===== config.mk =====
export PLATFORM = sky130hd
export DESIGN_NAME = scan_trigger_sequencer
export DESIGN_NICKNAME = d
export VERILOG_FILES = /design/src/hdl/scan_seq_pkg.sv /design/src/hdl/scan_trigger_sequencer.sv
export SDC_FILE = /design/constraint.sdc
export NUM_CORES = 1
export LEC_CHECK = 0
export ABC_CLOCK_PERIOD_IN_PS = 61700
export BUFFER_PORTS_ARGS = -buffer_cell sky130_fd_sc_hd__clkbuf_2
export CORE_UTILIZATION = 52
export DETAILED_ROUTE_END_ITERATION = 10
export PLACE_DENSITY = 0.65
export SYNTH_ARGS = -nofsm -noshare
export SYNTH_HDL_FRONTEND = slang
export SYNTH_SLANG_ARGS = --single-unit

===== constraint.sdc =====
create_clock -name SYS_CLK -period 61.7 [get_ports SYS_CLK]
set_clock_uncertainty 0.05 [all_clocks]
set_input_delay 15.425 -clock SYS_CLK [delete_from_list [all_inputs] [get_ports SYS_CLK]]
set_output_delay 15.425 -clock SYS_CLK [all_outputs]
set_load 0.05 [all_outputs]

===== src/hdl/scan_seq_pkg.sv =====
package scan_seq_pkg;

  localparam int unsigned CLK_HZ        = 250_000_000;
  localparam int unsigned LIST_MAX      = 40;
  localparam int unsigned IDX_W         = 6;
  localparam int unsigned CHAN_W        = 8;
  localparam int unsigned CNT_W         = 17;
  localparam int unsigned TIME_W        = 48;

  // tick base: all delays count in 1 ms steps
  localparam int unsigned TICK_NS       = 1_000_000;
  localparam int unsigned TICK_CYC      = TICK_NS / 4;
  localparam int unsigned TICK_W        = 18;
  localparam logic [TIME_W-1:0] TIMER_MAX_MS = 48'h003b9ac9ff; // 999999.999 s
  localparam logic [TIME_W-1:0] RATIO_MAX_MS = 48'h003b9ac9ff; // 999999.999 s
  localparam logic [TIME_W-1:0] RATIO_DEF_MS = 48'h00000001f4; // 0.5 s
  // 99 h 99 min 99.999 s
  localparam logic [TIME_W-1:0] MANUAL_MAX_MS = 48'h00159a653f;

  // APB map, byte addresses
  localparam logic [7:0] A_CTRL    = 8'h00;
  localparam logic [7:0] A_STATUS  = 8'h04;
  localparam logic [7:0] A_RDGCNT  = 8'h08;
  localparam logic [7:0] A_LISTLEN = 8'h0c;
  localparam logic [7:0] A_TIMER   = 8'h10;
  localparam logic [7:0] A_MDELAY  = 8'h14;
  localparam logic [7:0] A_ADELAY  = 8'h18;
  localparam logic [7:0] A_RDELAY  = 8'h1c;
  localparam logic [7:0] A_LIST    = 8'h40;  // entries 0x40..0xdc

  // CTRL field positions
  localparam int unsigned C_START   = 0;
  localparam int unsigned C_STOP    = 1;
  localparam int unsigned C_FULL    = 2;
  localparam int unsigned C_SRC     = 3;  // 2 bits
  localparam int unsigned C_MANUAL  = 5;
  localparam int unsigned C_RATIO   = 6;
  localparam int unsigned C_FILTER  = 7;
  localparam int unsigned C_MTRIG   = 8;

  localparam logic [1:0] SRC_IMM   = 2'h0;
  localparam logic [1:0] SRC_TIMER = 2'h1;
  localparam logic [1:0] SRC_EXT   = 2'h2;

  typedef enum {ST_IDLE, ST_SOURCE, ST_TIMER, ST_DELAY, ST_RDELAY, ST_MEAS, ST_STORE}
    seq_state_e;

  typedef struct packed {
    logic [CHAN_W-1:0] chan;
    logic              close;
  } relay_s;

endpackage


===== src/hdl/scan_trigger_sequencer.sv =====
// Design decisions made here: the placing of the registers and register access over APB.
`timescale 1ns/1ns
`default_nettype none

////////////////////////////////////////////////////////////////////////////////
// Notes on behaviour
// - start: pass mode closes first channel, wait trigger
// - step: store, pulse, move closed relay to next channel, wait
// - done: idle, halt, first channel closed in pass mode
// - pass mode: loop list, pulse at end
// - further passes wait for new event
// - idle drops straight to source wait
// - three sources; immediate passes at once
// - event gives one channel or one pass
// - timer source: first pass bypasses timer
// - later passes wait max(timer, delay)
// - timer 0..999999.999 s, reset at end
// - timer paces channels or passes by mode
// - external: wait pin or manual key
// - auto delay fixed per function/range
// - manual delay up to 99h99m99.999s
// - timer source: delay on every pass, inside the max on later passes
// - ratio delay 0.5 s default, after delay
// - measure, then filter if enabled, store
// - step counter from count; resume next
// - unbounded count runs until stopped
// - pass: samples=list, triggers=ceil(count/list)
// - 40 entries in listed order, backward allowed
module scan_trigger_sequencer
(
  input  wire logic                      SYS_CLK,
  input  wire logic                      RST,
  input  wire logic [7:0]                PADDR,
  input  wire logic                      PSEL,
  input  wire logic                      PENABLE,
  input  wire logic                      PWRITE,
  input  wire logic [31:0]               PWDATA,
  output logic      [31:0]               PRDATA,
  output logic                           PREADY,
  output logic                           PSLVERR,
  input  wire logic                      EXT_MANUAL_TRIGGER_KEY,
  output logic                           OUT_MANUAL_TRIGGER_KEY,
  output scan_seq_pkg::relay_s           RELAY,
  output logic                           MEAS_START,
  output logic                           FILTER_START,
  input  wire logic                      MEAS_DONE,
  output logic                           STORE
);
  import scan_seq_pkg::*;

  ////////////////////////////////////////////////////////////////////////////
  // registers
  logic [CHAN_W-1:0] list_mem [LIST_MAX];
  logic              full_pass, manual_dly, ratio_en, filter_en;
  logic [1:0]        src;
  logic [CNT_W-1:0]  rdg_count;
  logic [IDX_W-1:0]  list_len;
  logic [TIME_W-1:0] timer_ms, manual_ms, auto_ms, ratio_ms;
  logic              start_req, stop_req, mtrig_req;
  logic              wr, rd;
  seq_state_e        state;
  logic [IDX_W-1:0]  idx, sample;
  logic [CNT_W-1:0]  manual_trigger_key_left;
  logic              unbounded_count;
  logic              first_pass;
  logic              busy;

  assign wr      = PSEL && PENABLE && PWRITE;
  assign rd      = PSEL && !PWRITE;
  assign PREADY  = 1'b1;
  assign PSLVERR = PSEL && PENABLE && !(PADDR < A_LIST + 8'(LIST_MAX * 4)) ;

  always_ff @(posedge SYS_CLK or posedge RST) begin
    if (RST) begin
      full_pass  <= 1'b0;
      src        <= SRC_IMM;
      manual_dly <= 1'b0;
      ratio_en   <= 1'b0;
      filter_en  <= 1'b0;
      rdg_count  <= '0;
      list_len   <= 6'h01;
      timer_ms   <= '0;
      manual_ms  <= '0;
      auto_ms    <= '0;
      ratio_ms   <= RATIO_DEF_MS;
    end else if (wr) begin
      case (PADDR)
        A_CTRL: begin
          full_pass  <= PWDATA[C_FULL];
          src        <= PWDATA[C_SRC +: 2];
          manual_dly <= PWDATA[C_MANUAL];
          ratio_en   <= PWDATA[C_RATIO];
          filter_en  <= PWDATA[C_FILTER];
        end
        A_RDGCNT:  rdg_count <= PWDATA[CNT_W-1:0];
        A_LISTLEN: begin
          if (PWDATA != 32'h0 && PWDATA <= 32'(LIST_MAX)) begin
            list_len <= PWDATA[IDX_W-1:0];
          end
        end
        A_TIMER: begin
          timer_ms <= ({16'h0, PWDATA} > TIMER_MAX_MS) ? TIMER_MAX_MS : {16'h0, PWDATA};
        end
        A_MDELAY: begin
          manual_ms <= ({16'h0, PWDATA} > MANUAL_MAX_MS) ? MANUAL_MAX_MS : {16'h0, PWDATA};
        end
        A_ADELAY: auto_ms <= {16'h0, PWDATA};
        A_RDELAY: begin
          ratio_ms <= ({16'h0, PWDATA} > RATIO_MAX_MS) ? RATIO_MAX_MS : {16'h0, PWDATA};
        end
        default: ;
      endcase
    end
  end

  // scan list memory, entries visited strictly in stored order
  always_ff @(posedge SYS_CLK) begin
    if (wr && PADDR >= A_LIST && PADDR < A_LIST + 8'(LIST_MAX * 4)) begin
      list_mem[6'((PADDR - A_LIST) >> 2)] <= PWDATA[CHAN_W-1:0];
    end
  end

  // command strobes, one cycle each
  always_ff @(posedge SYS_CLK or posedge RST) begin
    if (RST) begin
      start_req <= 1'b0;
      stop_req  <= 1'b0;
      mtrig_req <= 1'b0;
    end else begin
      start_req <= wr && PADDR == A_CTRL && PWDATA[C_START];
      stop_req  <= wr && PADDR == A_CTRL && PWDATA[C_STOP];
      mtrig_req <= wr && PADDR == A_CTRL && PWDATA[C_MTRIG];
    end
  end

  always_comb begin
    PRDATA = 32'h0;
    if (rd) begin
      case (PADDR)
        A_CTRL:    PRDATA = {24'h0, filter_en, ratio_en, manual_dly, src, full_pass, 2'h0};
        A_STATUS:  PRDATA = {8'h0, 2'h0, idx, manual_trigger_key_left[14:0], busy};
        A_RDGCNT:  PRDATA = {15'h0, rdg_count};
        A_LISTLEN: PRDATA = {26'h0, list_len};
        A_TIMER:   PRDATA = timer_ms[31:0];
        A_MDELAY:  PRDATA = manual_ms[31:0];
        A_ADELAY:  PRDATA = auto_ms[31:0];
        A_RDELAY:  PRDATA = ratio_ms[31:0];
        default:   PRDATA = 32'h0;
      endcase
    end
  end

  ////////////////////////////////////////////////////////////////////////////
  // external trigger sync and edge
  logic ext_m, ext_s, ext_d, ext_evt;
  always_ff @(posedge SYS_CLK or posedge RST) begin
    if (RST) begin
      ext_m <= 1'b0;
      ext_s <= 1'b0;
      ext_d <= 1'b0;
    end else begin
      ext_m <= EXT_MANUAL_TRIGGER_KEY;
      ext_s <= ext_m;
      ext_d <= ext_s;
    end
  end
  assign ext_evt = ext_s && !ext_d;

  // 1 ms tick divider
  logic [TICK_W-1:0] tick_cnt;
  logic              tick;
  always_ff @(posedge SYS_CLK or posedge RST) begin
    if (RST) begin
      tick_cnt <= '0;
    end else begin
      tick_cnt <= tick ? '0 : tick_cnt + 1'b1;
    end
  end
  assign tick = tick_cnt == TICK_W'(TICK_CYC - 1);

  ////////////////////////////////////////////////////////////////////////////
  // sequencer
  logic              event_ok;
  logic [TIME_W-1:0] user_ms, wait_ms, dly_cnt;
  logic              last_in_list, count_done;
  logic [CNT_W-1:0]  manual_trigger_key_load;
  logic [IDX_W-1:0]  next_idx;

  assign user_ms = manual_dly ? manual_ms : auto_ms;
  // timer supersedes the delay only when longer
  assign wait_ms = (timer_ms > user_ms) ? timer_ms : user_ms;

  always_comb begin
    case (src)
      SRC_EXT: event_ok = ext_evt || mtrig_req;
      default: event_ok = 1'b1;
    endcase
  end

  assign last_in_list    = idx == list_len - 1'b1;
  assign next_idx        = last_in_list ? '0 : idx + 1'b1;
  assign unbounded_count = rdg_count == '0;
  // ceil(count/len) passes, or count steps
  assign manual_trigger_key_load = full_pass ?
                     CNT_W'((rdg_count + CNT_W'(list_len) - 1'b1) / CNT_W'(list_len)) :
                     rdg_count;
  assign count_done = !unbounded_count && manual_trigger_key_left == CNT_W'(1);
  assign busy = state != ST_IDLE;

  always_ff @(posedge SYS_CLK or posedge RST) begin
    if (RST) begin
      state      <= ST_IDLE;
      idx        <= '0;
      sample     <= '0;
      manual_trigger_key_left  <= '0;
      first_pass <= 1'b1;
      dly_cnt    <= '0;
    end else if (stop_req) begin
      state      <= ST_IDLE;
      idx        <= '0;
      first_pass <= 1'b1;
    end else begin
      case (state)
        ST_IDLE: begin
          if (start_req) begin
            state      <= ST_SOURCE;
            manual_trigger_key_left  <= manual_trigger_key_load;
            sample     <= list_len;
            first_pass <= 1'b1;
            if (full_pass) begin
              idx <= '0;
            end
          end
        end
        ST_SOURCE: begin
          if (event_ok) begin
            // first pass skips timer; later passes take the longer wait
            if (src == SRC_TIMER && !first_pass) begin
              state   <= ST_TIMER;
              dly_cnt <= wait_ms;
            end else begin
              state   <= ST_DELAY;
              dly_cnt <= user_ms;
            end
          end
        end
        ST_TIMER, ST_DELAY: begin
          if (dly_cnt == '0) begin
            state   <= ratio_en ? ST_RDELAY : ST_MEAS;
            dly_cnt <= ratio_ms;
          end else if (tick) begin
            dly_cnt <= dly_cnt - 1'b1;
          end
        end
        ST_RDELAY: begin
          if (dly_cnt == '0) begin
            state <= ST_MEAS;
          end else if (tick) begin
            dly_cnt <= dly_cnt - 1'b1;
          end
        end
        ST_MEAS: begin
          if (MEAS_DONE) begin
            state <= ST_STORE;
          end
        end
        ST_STORE: begin
          idx <= next_idx;
          if (full_pass && sample != 6'h01) begin
            sample  <= sample - 1'b1;
            state   <= ST_DELAY;
            dly_cnt <= user_ms;
          end else begin
            sample     <= list_len;
            first_pass <= 1'b0;
            manual_trigger_key_left  <= manual_trigger_key_left - 1'b1;
            if (count_done) begin
              state <= ST_IDLE;
              if (full_pass) begin
                idx <= '0;
              end
            end else begin
              state <= ST_SOURCE;
            end
          end
        end
        default: state <= ST_IDLE;
      endcase
    end
  end

  ////////////////////////////////////////////////////////////////////////////
  // outputs
  always_ff @(posedge SYS_CLK or posedge RST) begin
    if (RST) begin
      OUT_MANUAL_TRIGGER_KEY     <= 1'b0;
      STORE        <= 1'b0;
      MEAS_START   <= 1'b0;
      FILTER_START <= 1'b0;
    end else begin
      STORE        <= state == ST_STORE;
      OUT_MANUAL_TRIGGER_KEY     <= state == ST_STORE && (!full_pass || sample == 6'h01);
      MEAS_START   <= state != ST_MEAS && next_state_meas();
      FILTER_START <= state == ST_MEAS && MEAS_DONE && filter_en;
    end
  end

  function automatic logic next_state_meas();
    return (state == ST_DELAY || state == ST_TIMER || state == ST_RDELAY) &&
           dly_cnt == '0 && (state == ST_RDELAY || !ratio_en);
  endfunction

  // the listed channel stays closed between readings; idle keeps it closed
  always_ff @(posedge SYS_CLK or posedge RST) begin
    if (RST) begin
      RELAY <= '0;
    end else begin
      RELAY.chan  <= list_mem[idx];
      RELAY.close <= 1'b1;
    end
  end

  ////////////////////////////////////////////////////////////////////////////
  // checks
  AST_IDLE_TO_SOURCE: assert property (@(posedge SYS_CLK) disable iff (RST)
    state == ST_IDLE && start_req && !stop_req |=> state == ST_SOURCE)
    else $error("start did not reach source wait");
  AST_EXT_HOLDS: assert property (@(posedge SYS_CLK) disable iff (RST)
    state == ST_SOURCE && src == SRC_EXT && !ext_evt && !mtrig_req && !stop_req
    |=> state == ST_SOURCE)
    else $error("external source left without event");
  AST_IMM_PASSES: assert property (@(posedge SYS_CLK) disable iff (RST)
    state == ST_SOURCE && src == SRC_IMM && !stop_req |=> state == ST_DELAY)
    else $error("immediate source stalled");
  AST_BYPASS: assert property (@(posedge SYS_CLK) disable iff (RST)
    state == ST_SOURCE && src == SRC_TIMER && first_pass && !stop_req
    |=> state == ST_DELAY)
    else $error("timer not bypassed on first pass");
  AST_STEP_PULSE: assert property (@(posedge SYS_CLK) disable iff (RST)
    state == ST_STORE && !full_pass && !stop_req |=> OUT_MANUAL_TRIGGER_KEY)
    else $error("step pulse missing");
  AST_PASS_NO_PULSE: assert property (@(posedge SYS_CLK) disable iff (RST)
    state == ST_STORE && full_pass && sample != 6'h01 |=> !OUT_MANUAL_TRIGGER_KEY)
    else $error("pulse inside a pass");
  AST_IDX_ADV: assert property (@(posedge SYS_CLK) disable iff (RST)
    state == ST_STORE && !full_pass && !stop_req |=> idx == $past(next_idx))
    else $error("list index did not advance");
  AST_END_IDLE: assert property (@(posedge SYS_CLK) disable iff (RST)
    state == ST_STORE && count_done && (!full_pass || sample == 6'h01)
    |=> state == ST_IDLE)
    else $error("count end did not idle");
  AST_UNBOUNDED: assert property (@(posedge SYS_CLK) disable iff (RST)
    state == ST_STORE && unbounded_count && !stop_req |=> state != ST_IDLE)
    else $error("unbounded scan stopped");
  AST_RELAY_CLOSED: assert property (@(posedge SYS_CLK) disable iff (RST)
    state != ST_IDLE |=> RELAY.close && RELAY.chan == $past(list_mem[idx]))
    else $error("relay not on listed channel during scan");

  COV_STEP: cover property (@(posedge SYS_CLK) disable iff (RST)
    state == ST_STORE && !full_pass ##1 state == ST_SOURCE);
  COV_PASS_END: cover property (@(posedge SYS_CLK) disable iff (RST)
    OUT_MANUAL_TRIGGER_KEY && full_pass);
  COV_TIMER: cover property (@(posedge SYS_CLK) disable iff (RST) state == ST_TIMER);
  COV_RATIO: cover property (@(posedge SYS_CLK) disable iff (RST) state == ST_RDELAY);

endmodule

`default_nettype wire


# After elaboration in Yosys (flattened, before gate mapping)
# Memory sizes are Yosys's and may differ from the RTL's. A register that Yosys moved wholly into a read port is not among the register bits.
# Index checks and enable logic that the tools add are counted.
# totals
register_bits,344
ram_bits,320
inputBits,47
out_inout_bits,47
word_cells,188
mem_count,1
# classes
add_sub_neg,9
n_div,1
n_lt_le_gt_ge,6
n_eq_ne,38
mux,47
n_bitwise,1
n_reduce_logical,56
# memory_table
name,depth,word_bits,read_ports,rd_ports_with_merged_regs,write_ports,line,rtl
list_mem,40,8,1,1,1,scan_trigger_sequencer.sv:53,logic [CHAN_W-1:0] list_mem [LIST_MAX];
# ops
op,count
48-bit 2-to-1 mux,8
32-bit 2-to-1 mux,9
32-bit case mux with 8 select lines,1
32-bit case mux with 6 select lines,1
48-bit case mux with 4 select lines,1
32-bit by 3-bit equality test with 1-bit output (second input constant),5
32-bit by 4-bit equality test with 1-bit output (second input constant),3
32-bit by 2-bit equality test with 1-bit output (second input constant),2
32-bit nonzero test,2
6-bit 2-to-1 mux,9
17-bit 2-to-1 mux,3
48-bit > comparator,1
48-bit zero test,1
48-bit by 1-bit subtractor with 48-bit output (second input constant),1
17-bit case mux with 2 select lines,1
17-bit by 1-bit subtractor with 17-bit output (second input constant),2
32-bit by 1-bit equality test with 1-bit output (second input constant),1
8-bit by 5-bit equality test with 1-bit output (second input constant),4
32-bit by 29-bit > comparator with 1-bit output (second input constant),1
32-bit by 30-bit > comparator with 1-bit output (second input constant),1
32-bit by 6-bit <= comparator with 1-bit output (second input constant),1
32-bit zero test,1
32-bit by 4-bit != test with 1-bit output (second input constant),1
6-bit case mux with 2 select lines,2
other kinds (37),96

# Depth between registers and ports, before layout
# Gate-level depths: netlist (run 1).
# logic_depth
word_depth,8
depth_mapped,178
mapped_depth_nobuf,170

# Worst setup path after synthesis (run 1)
# OpenSTA, ideal clock, no wires.
# synth_path
kind,input port to output port
from,input PADDR[6]
to,output PRDATA[16]
arrival_time_ns,17.792
required_ns,46.225
slack_ns,28.433
stages,10
path_buffers,3
cell_sequence,clkbuf_1 > nor2_1 > nand2_1 > nor2_1 > nand2_1 > clkbuf_1 > nor2_1 > clkbuf_1 > a22oi_1 > a31oi_1
# synth_via
elab_chain_len,3
elab_cells_between_ends,10
cone_classes,eq/ne: 7; mux: 2; reduce/logical: 1
# synth_rtl
element,line,rtl
from (decl),scan_trigger_sequencer.sv:33,"input wire logic [7:0] PADDR,"
8-bit by 5-bit equality test with 1-bit output (tied with other cells),scan_trigger_sequencer.sv:139,case (PADDR)
32-bit case mux with 8 select lines *,scan_trigger_sequencer.sv:139,
32-bit 2-to-1 mux *,scan_trigger_sequencer.sv:138,if (rd) begin
to (decl),scan_trigger_sequencer.sv:38,"output logic [31:0] PRDATA,"
# Mark *: on every way between the ends. The rest lies on a longest branch, timed or not.

# Final worst setup path (run 1)
# layout_path
from,register list_len[2]
to,register manual_trigger_key_left[0]
# layout_via
elab_chain_len,6
# layout_rtl
element,line,rtl
from (decl),scan_trigger_sequencer.sv:57,logic [IDX_W-1:0] list_len;
from (signal assigned),scan_trigger_sequencer.sv:98,list_len <= PWDATA[IDX_W-1:0];
17-bit by 6-bit adder with 17-bit output,scan_trigger_sequencer.sv:205,CNT_W'((rdg_count + CNT_W'(list_len) - 1'b1) / CNT_W'(list_len)) :
17-bit by 1-bit subtractor with 17-bit output,scan_trigger_sequencer.sv:205,
17-bit by 6-bit divider with 17-bit output *,scan_trigger_sequencer.sv:205,
17-bit 2-to-1 mux *,scan_trigger_sequencer.sv:204,assign manual_trigger_key_load = full_pass ?
17-bit 2-to-1 mux *,scan_trigger_sequencer.sv:225,if (start_req) begin
17-bit case mux with 2 select lines *,scan_trigger_sequencer.sv:223,case (state)
to (signal assigned),scan_trigger_sequencer.sv:227,manual_trigger_key_left <= manual_trigger_key_load;
to (signal assigned),scan_trigger_sequencer.sv:276,manual_trigger_key_left <= manual_trigger_key_left - 1'b1;
to (decl),scan_trigger_sequencer.sv:63,logic [CNT_W-1:0] manual_trigger_key_left;
# Mark *: on every way between the ends. The rest lies on a longest branch, timed or not. The select of a mux whose other input is x is not followed.
# A chain may end at the register's enable or synchronous reset.

==> run summary, run 1 <==
Tightest Hold Check Type: reg -> reg
Placer congestion estimate: 0.9235
Yosys warns: 0
Maximum clock rate: 25.96 MHz
ANT nets after route: 0
Total grt overflow: 0
Sequential area share after synthesis: 47.17%
CP max FO: 23
Hold EP: ext_s
Async S/R FF share, synth: 46.22%
Worst path arrival time: 38.95 ns
Root buf cell: clkbuf_16
CP Class: reg -> reg
Failing checks: design-rule violations
Critical Path End Type: flop
Post-CTS resize count: 0
Initial antenna violation count: 3
Fillers: 5533
CP top delay family: compound AO/OA/AOI/OAI gates
Gate Count Post-Synth: 3399
RSZ-0062 raised after global routing: false
Hold violation count in the final report: 0
Initial Utilization: 52.83%
CP required: 62.14 ns
Fin crit period: 38.52 ns
Remaining DRCs: 2
Core Rows: 94
Cell with the most instances after synthesis: nor2_1
Via count: 28550
Hold Buf Count CTS: 0
Post-synth top cells: 386 x nor2_1, 320 x edfxtp_1, 306 x nand2_1
Synth top area cells: edfxtp_1 27%, dfrtp_1 19%, ha_1 5.6%, nor2_1 4.1%, o21ai_0 3.8%
CTS Buffer Depth: 3
Syn_area_per_cell: 10.29 um^2
CP peak stage delay: 1.15 ns
Setup Buffers After CTS: 0
FF-to-FF path depth: 161
TritonCTS Buffers: 61
Worst Path Buf+Inv: 6
Worst path slowest cell: a2111oi_1
Max_cap viols: 0
Worst setup SP type: flop
Largest area contributor in the netlist: edfxtp_1
Slew Limit Fails: 0
Layout cells sized above 1: 13.34%
Placeable Area: 0.06622 mm^2
Post-synthesis register bit count: 595
Largest net degree at the start of global routing: 80
Nets: 3654
GR Util All Layers: 31.61%
Most numerous cell on the critical path: o21a_1
Die Area: 0.06831 mm^2
Post-synth cell types: 120
End of the worst register-to-register path: manual_trigger_key_left[0]
Max H-tree Level: 2
Yosys top cell area share: 27.47%
Reg clk slew, reported paths: 0.06 ns
Min-delay src: ext_m
Synth Cell Area: 0.03498 mm^2
RR Startpoint: list_len[2]
Ports: 94
Hold path depth: 0
Num Clock Sinks: 595
Setup violators final: 0
Main synth FF type: edfxtp_1
Slew margin rel.: 14.58%
Status: complete, but fails checks
CTS tree: done
Die H: 261.4 um
Post-synth EDFFs: 320
Vias in the first global route: 27530
First-pass GRT wire length: 165500 um
Worst reg2reg setup slack: 23.19 ns
DP Wirelength: 75010 um
DRT Pass-1 Iters: 11
Port Buffers: 92
Fin Setup TNS: 0 ns
Worst-Skew Late Latency: 0.66 ns
Worst slew pin tran: 1.278 ns
Ratio of final minimum period to clock period: 62.42%
Vias/cell: 6.537
Routed WL: 108200 um
Routed len/inst: 24.78 um
Chip Width: 261.4 um
Area grow syn2layout: 9.814%
Initial drt markers: 2680
layout make-up:
type	count	area [um^2]	share of cell area [%]
Tap cell	864	1081	2.814
Multi-Input combinational cell	2570	17630	45.90
Clock buffer	76	1613	4.198
Antenna cell	1	2.502	0.006514
Sequential cell	595	16510	42.97
Inverter	77	296.5	0.7719
Clock inverter	39	424.2	1.104
Timing Repair Buffer	145	858.3	2.234
stage by stage:
stage               worst slack [ns]  hold slack, ns  utilization (%)  area [um^2]  std cells
floorplan                      28.43          0.2812                -        34990       3400
global placement               25.25          0.2939            54.94        36380       4251
detailed placement             23.81          0.2965            54.94        36380       4251
CTS                            23.68          0.3176            58.01        38410       4366
global route                   20.12          0.3304            58.01        38410       4366
finish                         23.19          0.3145            58.02        38420       4367
logic make-up (layout without fill, tap and decap cells):
family                     Yosys count  count (layout)  share of synthesized area, %
and+or+nand+nor                   1136            1136                         15.29
AOI/OAI and AO/OA                  926             926                         17.41
DFF                                595             595                         47.17
muxes                              267             267                         9.811
buffers and inverters              235             337                         2.622
adders and majority gates          158             158                         5.665
xor gates and xnor gates            81              81                         2.028
other                                1               3                       0.01072
flip-flops by register name, summed over array words and instances, names as in the netlist, 18 cells and up:
register   cells
list_mem     320
manual_ms     32
auto_ms       32
timer_ms      32
dly_cnt       48
tick_cnt      18
ratio_ms      32
how the worst max path moves through the flow:
stage                            from                          to  slack, ns  cells past startpoint
after detailed placement  list_len[2]  manual_trigger_key_left[0]      23.81                    161
after CTS                 list_len[2]  manual_trigger_key_left[0]      23.68                    161
after global placement    list_len[2]  manual_trigger_key_left[0]      25.25                    162
after global routing      list_len[2]  manual_trigger_key_left[0]      20.12                    161
final                     list_len[2]  manual_trigger_key_left[0]      23.19                    161
after floorplan              PADDR[6]                  PRDATA[16]      28.43                     10
placed cells by master, fill, tap and decap left out, drive strengths merged, types with 77 or more instances in the layout:
cell type,Yosys,routed
clkbuf,133,168
o21ai,277,277
inv,76,77
a21oi,192,192
nor2,387,387
mux2i,126,126
mux2,92,92
nor3,125,125
edfxtp,320,320
nand2,309,309
dfrtp,267,267
ha,156,156
metal layers:
layer  GRT usage, %  part of all wire (%)  vias up
met1          45.44                    43    14110
met2          48.70                    45     1279
met3          4.472                   7.9      234
li1               -                     -    12920
met5              0                 0.010        -
met4          11.79                   3.8        2
Power of run 1 is left out: the tool's default activity adds up to more than one toggle a clock period on the data nets, which glitch-free logic cannot reach.
==> inputs of run 2 (changes only) <==
Settings changed: ABC_CLOCK_PERIOD_IN_PS 61700 to 40100.
Clock period 61.7 ns to 40.1 ns, I/O delays scaled along.
==> run 2 against run 1 <==
The flow still finishes with violations (design-rule violations). Non-clock buffer count up 1. First-iteration DRC count grew 7.4%. Flip-flop and latch count unchanged. Fmax grew 4.0%. Global-route usage increased by 0.17 points. Utilization increased by 0.12 points. Sequential share of layout area down 0.085 points. Final area grew 0.20%. Critical path depth is 1 higher. Worst hold slack lost 0.0060 ns. Critical path type unchanged. Critical endpoint unchanged. Highest routed layer unchanged.
==> run summary, run 2 (synthesis gave the netlist of run 1 again) <==
Critical Path End Type: flop
GR Util All Layers: 31.78% (+0.17 points)
Tightest Hold Check Type: reg -> reg
GRT met1 Usage: 44.82% (-0.62 points)
CP Class: reg -> reg
Worst-Skew Late Latency: 0.61 ns (-0.05 ns)
Num Clock Sinks: 595 (unchanged)
Initial drt markers: 2877 (+7.4%)
Ports: 94 (unchanged)
Worst setup SP type: flop
Failing checks: design-rule violations
Remaining DRCs: 4 (+2)
Die H: 261.4 um (unchanged)
Dpl cells: 4249 (-0.047%)
Area grow syn2layout: 10.03%
Placeable Area: 0.06622 mm^2 (unchanged)
Die Area: 0.06831 mm^2 (unchanged)
Port Buffers: 92 (unchanged)
Worst path slowest cell: a2111oi_4
Max_cap viols: 0 (unchanged)
Setup violators final: 0 (unchanged)
Vias/cell: 6.514 (-0.34%)
Status: complete, but fails checks
Nets: 3660 (+0.16%)
Chip Width: 261.4 um (unchanged)
GR met3 Demand/Resource: 5.285% (+0.81 points)
Diodes inserted: 0 (-1)
TritonCTS Buffers: 66 (+8.2%)
Hold EP: ext_s
ANT nets after route: 0 (unchanged)
End of the worst register-to-register path: manual_trigger_key_left[0]
Vias in the first global route: 27740 (+0.76%)
CTS Buffer Depth: 3 (unchanged)
Worst setup path startpoint: list_len[2]
First-pass GRT wire length: 165700 um (+0.13%)
Reg clk slew, reported paths: 0.06 ns (about the same)
RR Startpoint: list_len[2]
Grt peak-use layer: met2
Placer congestion estimate: 0.9362 (+1.4%)
Total grt overflow: 0 (unchanged)
CP required: 40.50 ns (-21.64 ns)
Via count: 28470 (-0.27%)
Top flop regs: list_mem x320, dly_cnt x48
CP max FO: 23 (unchanged)
Routed WL: 108400 um (+0.22%)
Fin cells: 4370 (+0.069%)
Hold violation count in the final report: 0 (unchanged)
Largest net degree at the start of global routing: 174 (+120%)
Met2 usage: 49.40% (+0.70 points)
Reg with most FFs: list_mem
Core Rows: 94 (unchanged)
Worst slew pin tran: 1.276 ns (-0.001736 ns)
Max H-tree Level: 3 (+1)
Maximum clock rate: 27.00 MHz (+4.0%)
Min-delay src: ext_m
DP Wirelength: 74540 um (-0.63%)
Most numerous cell on the critical path: o21a_1
CTS tree: done
Fin Setup TNS: 0 ns (unchanged)
DRT Pass-1 Iters: 9 (-2)
Fin crit period: 37.04 ns (-1.473 ns)
CP peak stage delay: 0.61 ns (-0.54 ns)
Root buf cell: clkbuf_16
Slew Limit Fails: 0 (unchanged)
Slew margin rel.: 14.18% (-0.40 points)
Hold_ws: 0.3085 ns (-0.005975 ns)
FF-to-FF path depth: 162 (+0.62%)
Hold Buf Count CTS: 0 (unchanged)
Most frequent cells in the layout: 378 x nor2_1, 320 x edfxtp_1, 306 x nand2_1
Commonest non-fill, non-tap cell in the layout: nor2_1
Initial Utilization: 52.83% (unchanged)
Hold path depth: 0 (unchanged)
Routed len/inst: 24.81 um (+0.15%)
RSZ-0062 raised after global routing: false
Worst path arrival time: 37.45 ns (-1.50 ns)
Layout cells sized above 1: 13.58% (+0.24 points)
Worst reg2reg setup slack: 3.06 ns (-20.13 ns)
Largest register FFs: 320 (unchanged)
Ratio of final minimum period to clock period: 92.37% (+30 points)
Initial antenna violation count: 2 (-1)
run 2: repair_timing:
action / 4_1_cts / 5_1_grt
buffers inserted: 0 / 3
resized for setup: 0 / 7
setup endpoints to repair: 0 / 1
run 2: per-stage QoR:
stage	setup WS, ns	util, %	instance area [um^2]
final	3.058	58.13	38490
after global routing	0.03476	58.13	38490
after CTS	1.947	58.03	38430
after detailed placement	2.132	54.93	36370
after global placement	3.578	54.93	36370
after floorplan	7.132	-	34990
run 2: final cells by class:
type | instances | area, um^2
Sequential cell | 595 | 16510
Fill cell | 5597 | 27720
Tap cell | 864 | 1081
Clock buffer | 88 | 1795
Multi-Input combinational cell | 2570 | 17670
Timing Repair Buffer | 146 | 878.3
Clock inverter | 30 | 259.0
Inverter | 77 | 296.5
run 2: worst max-delay path, delay by kind of cell (launching register included):
| family | cells | cell delay (ns) |
|---|---|---|
| fa+ha+maj | 19 | 5.61 |
| mux | 5 | 1.39 |
| flops | 1 | 0.46 |
| compound gates | 82 | 17.28 |
| buf+inv | 7 | 0.83 |
| simple gates | 49 | 11.20 |
run 2: per-layer routing:
layer	share of wire (%)	routed length (um)	vias up
met2	46	49530	1209
met1	43	46530	14150
met5	0.020	22	-
li1	-	-	12910
met3	8.0	8675	201
met4	3.4	3679	4
run 2: how the worst max path moves through the flow:
stage	to	cells past startpoint
after floorplan	manual_trigger_key_left[0]	168
after global placement	manual_trigger_key_left[0]	162
after detailed placement	manual_trigger_key_left[0]	160
after CTS	manual_trigger_key_left[0]	160
after global routing	manual_trigger_key_left[0]	163
final	manual_trigger_key_left[0]	162
Power of run 2 is left out for the same reason.
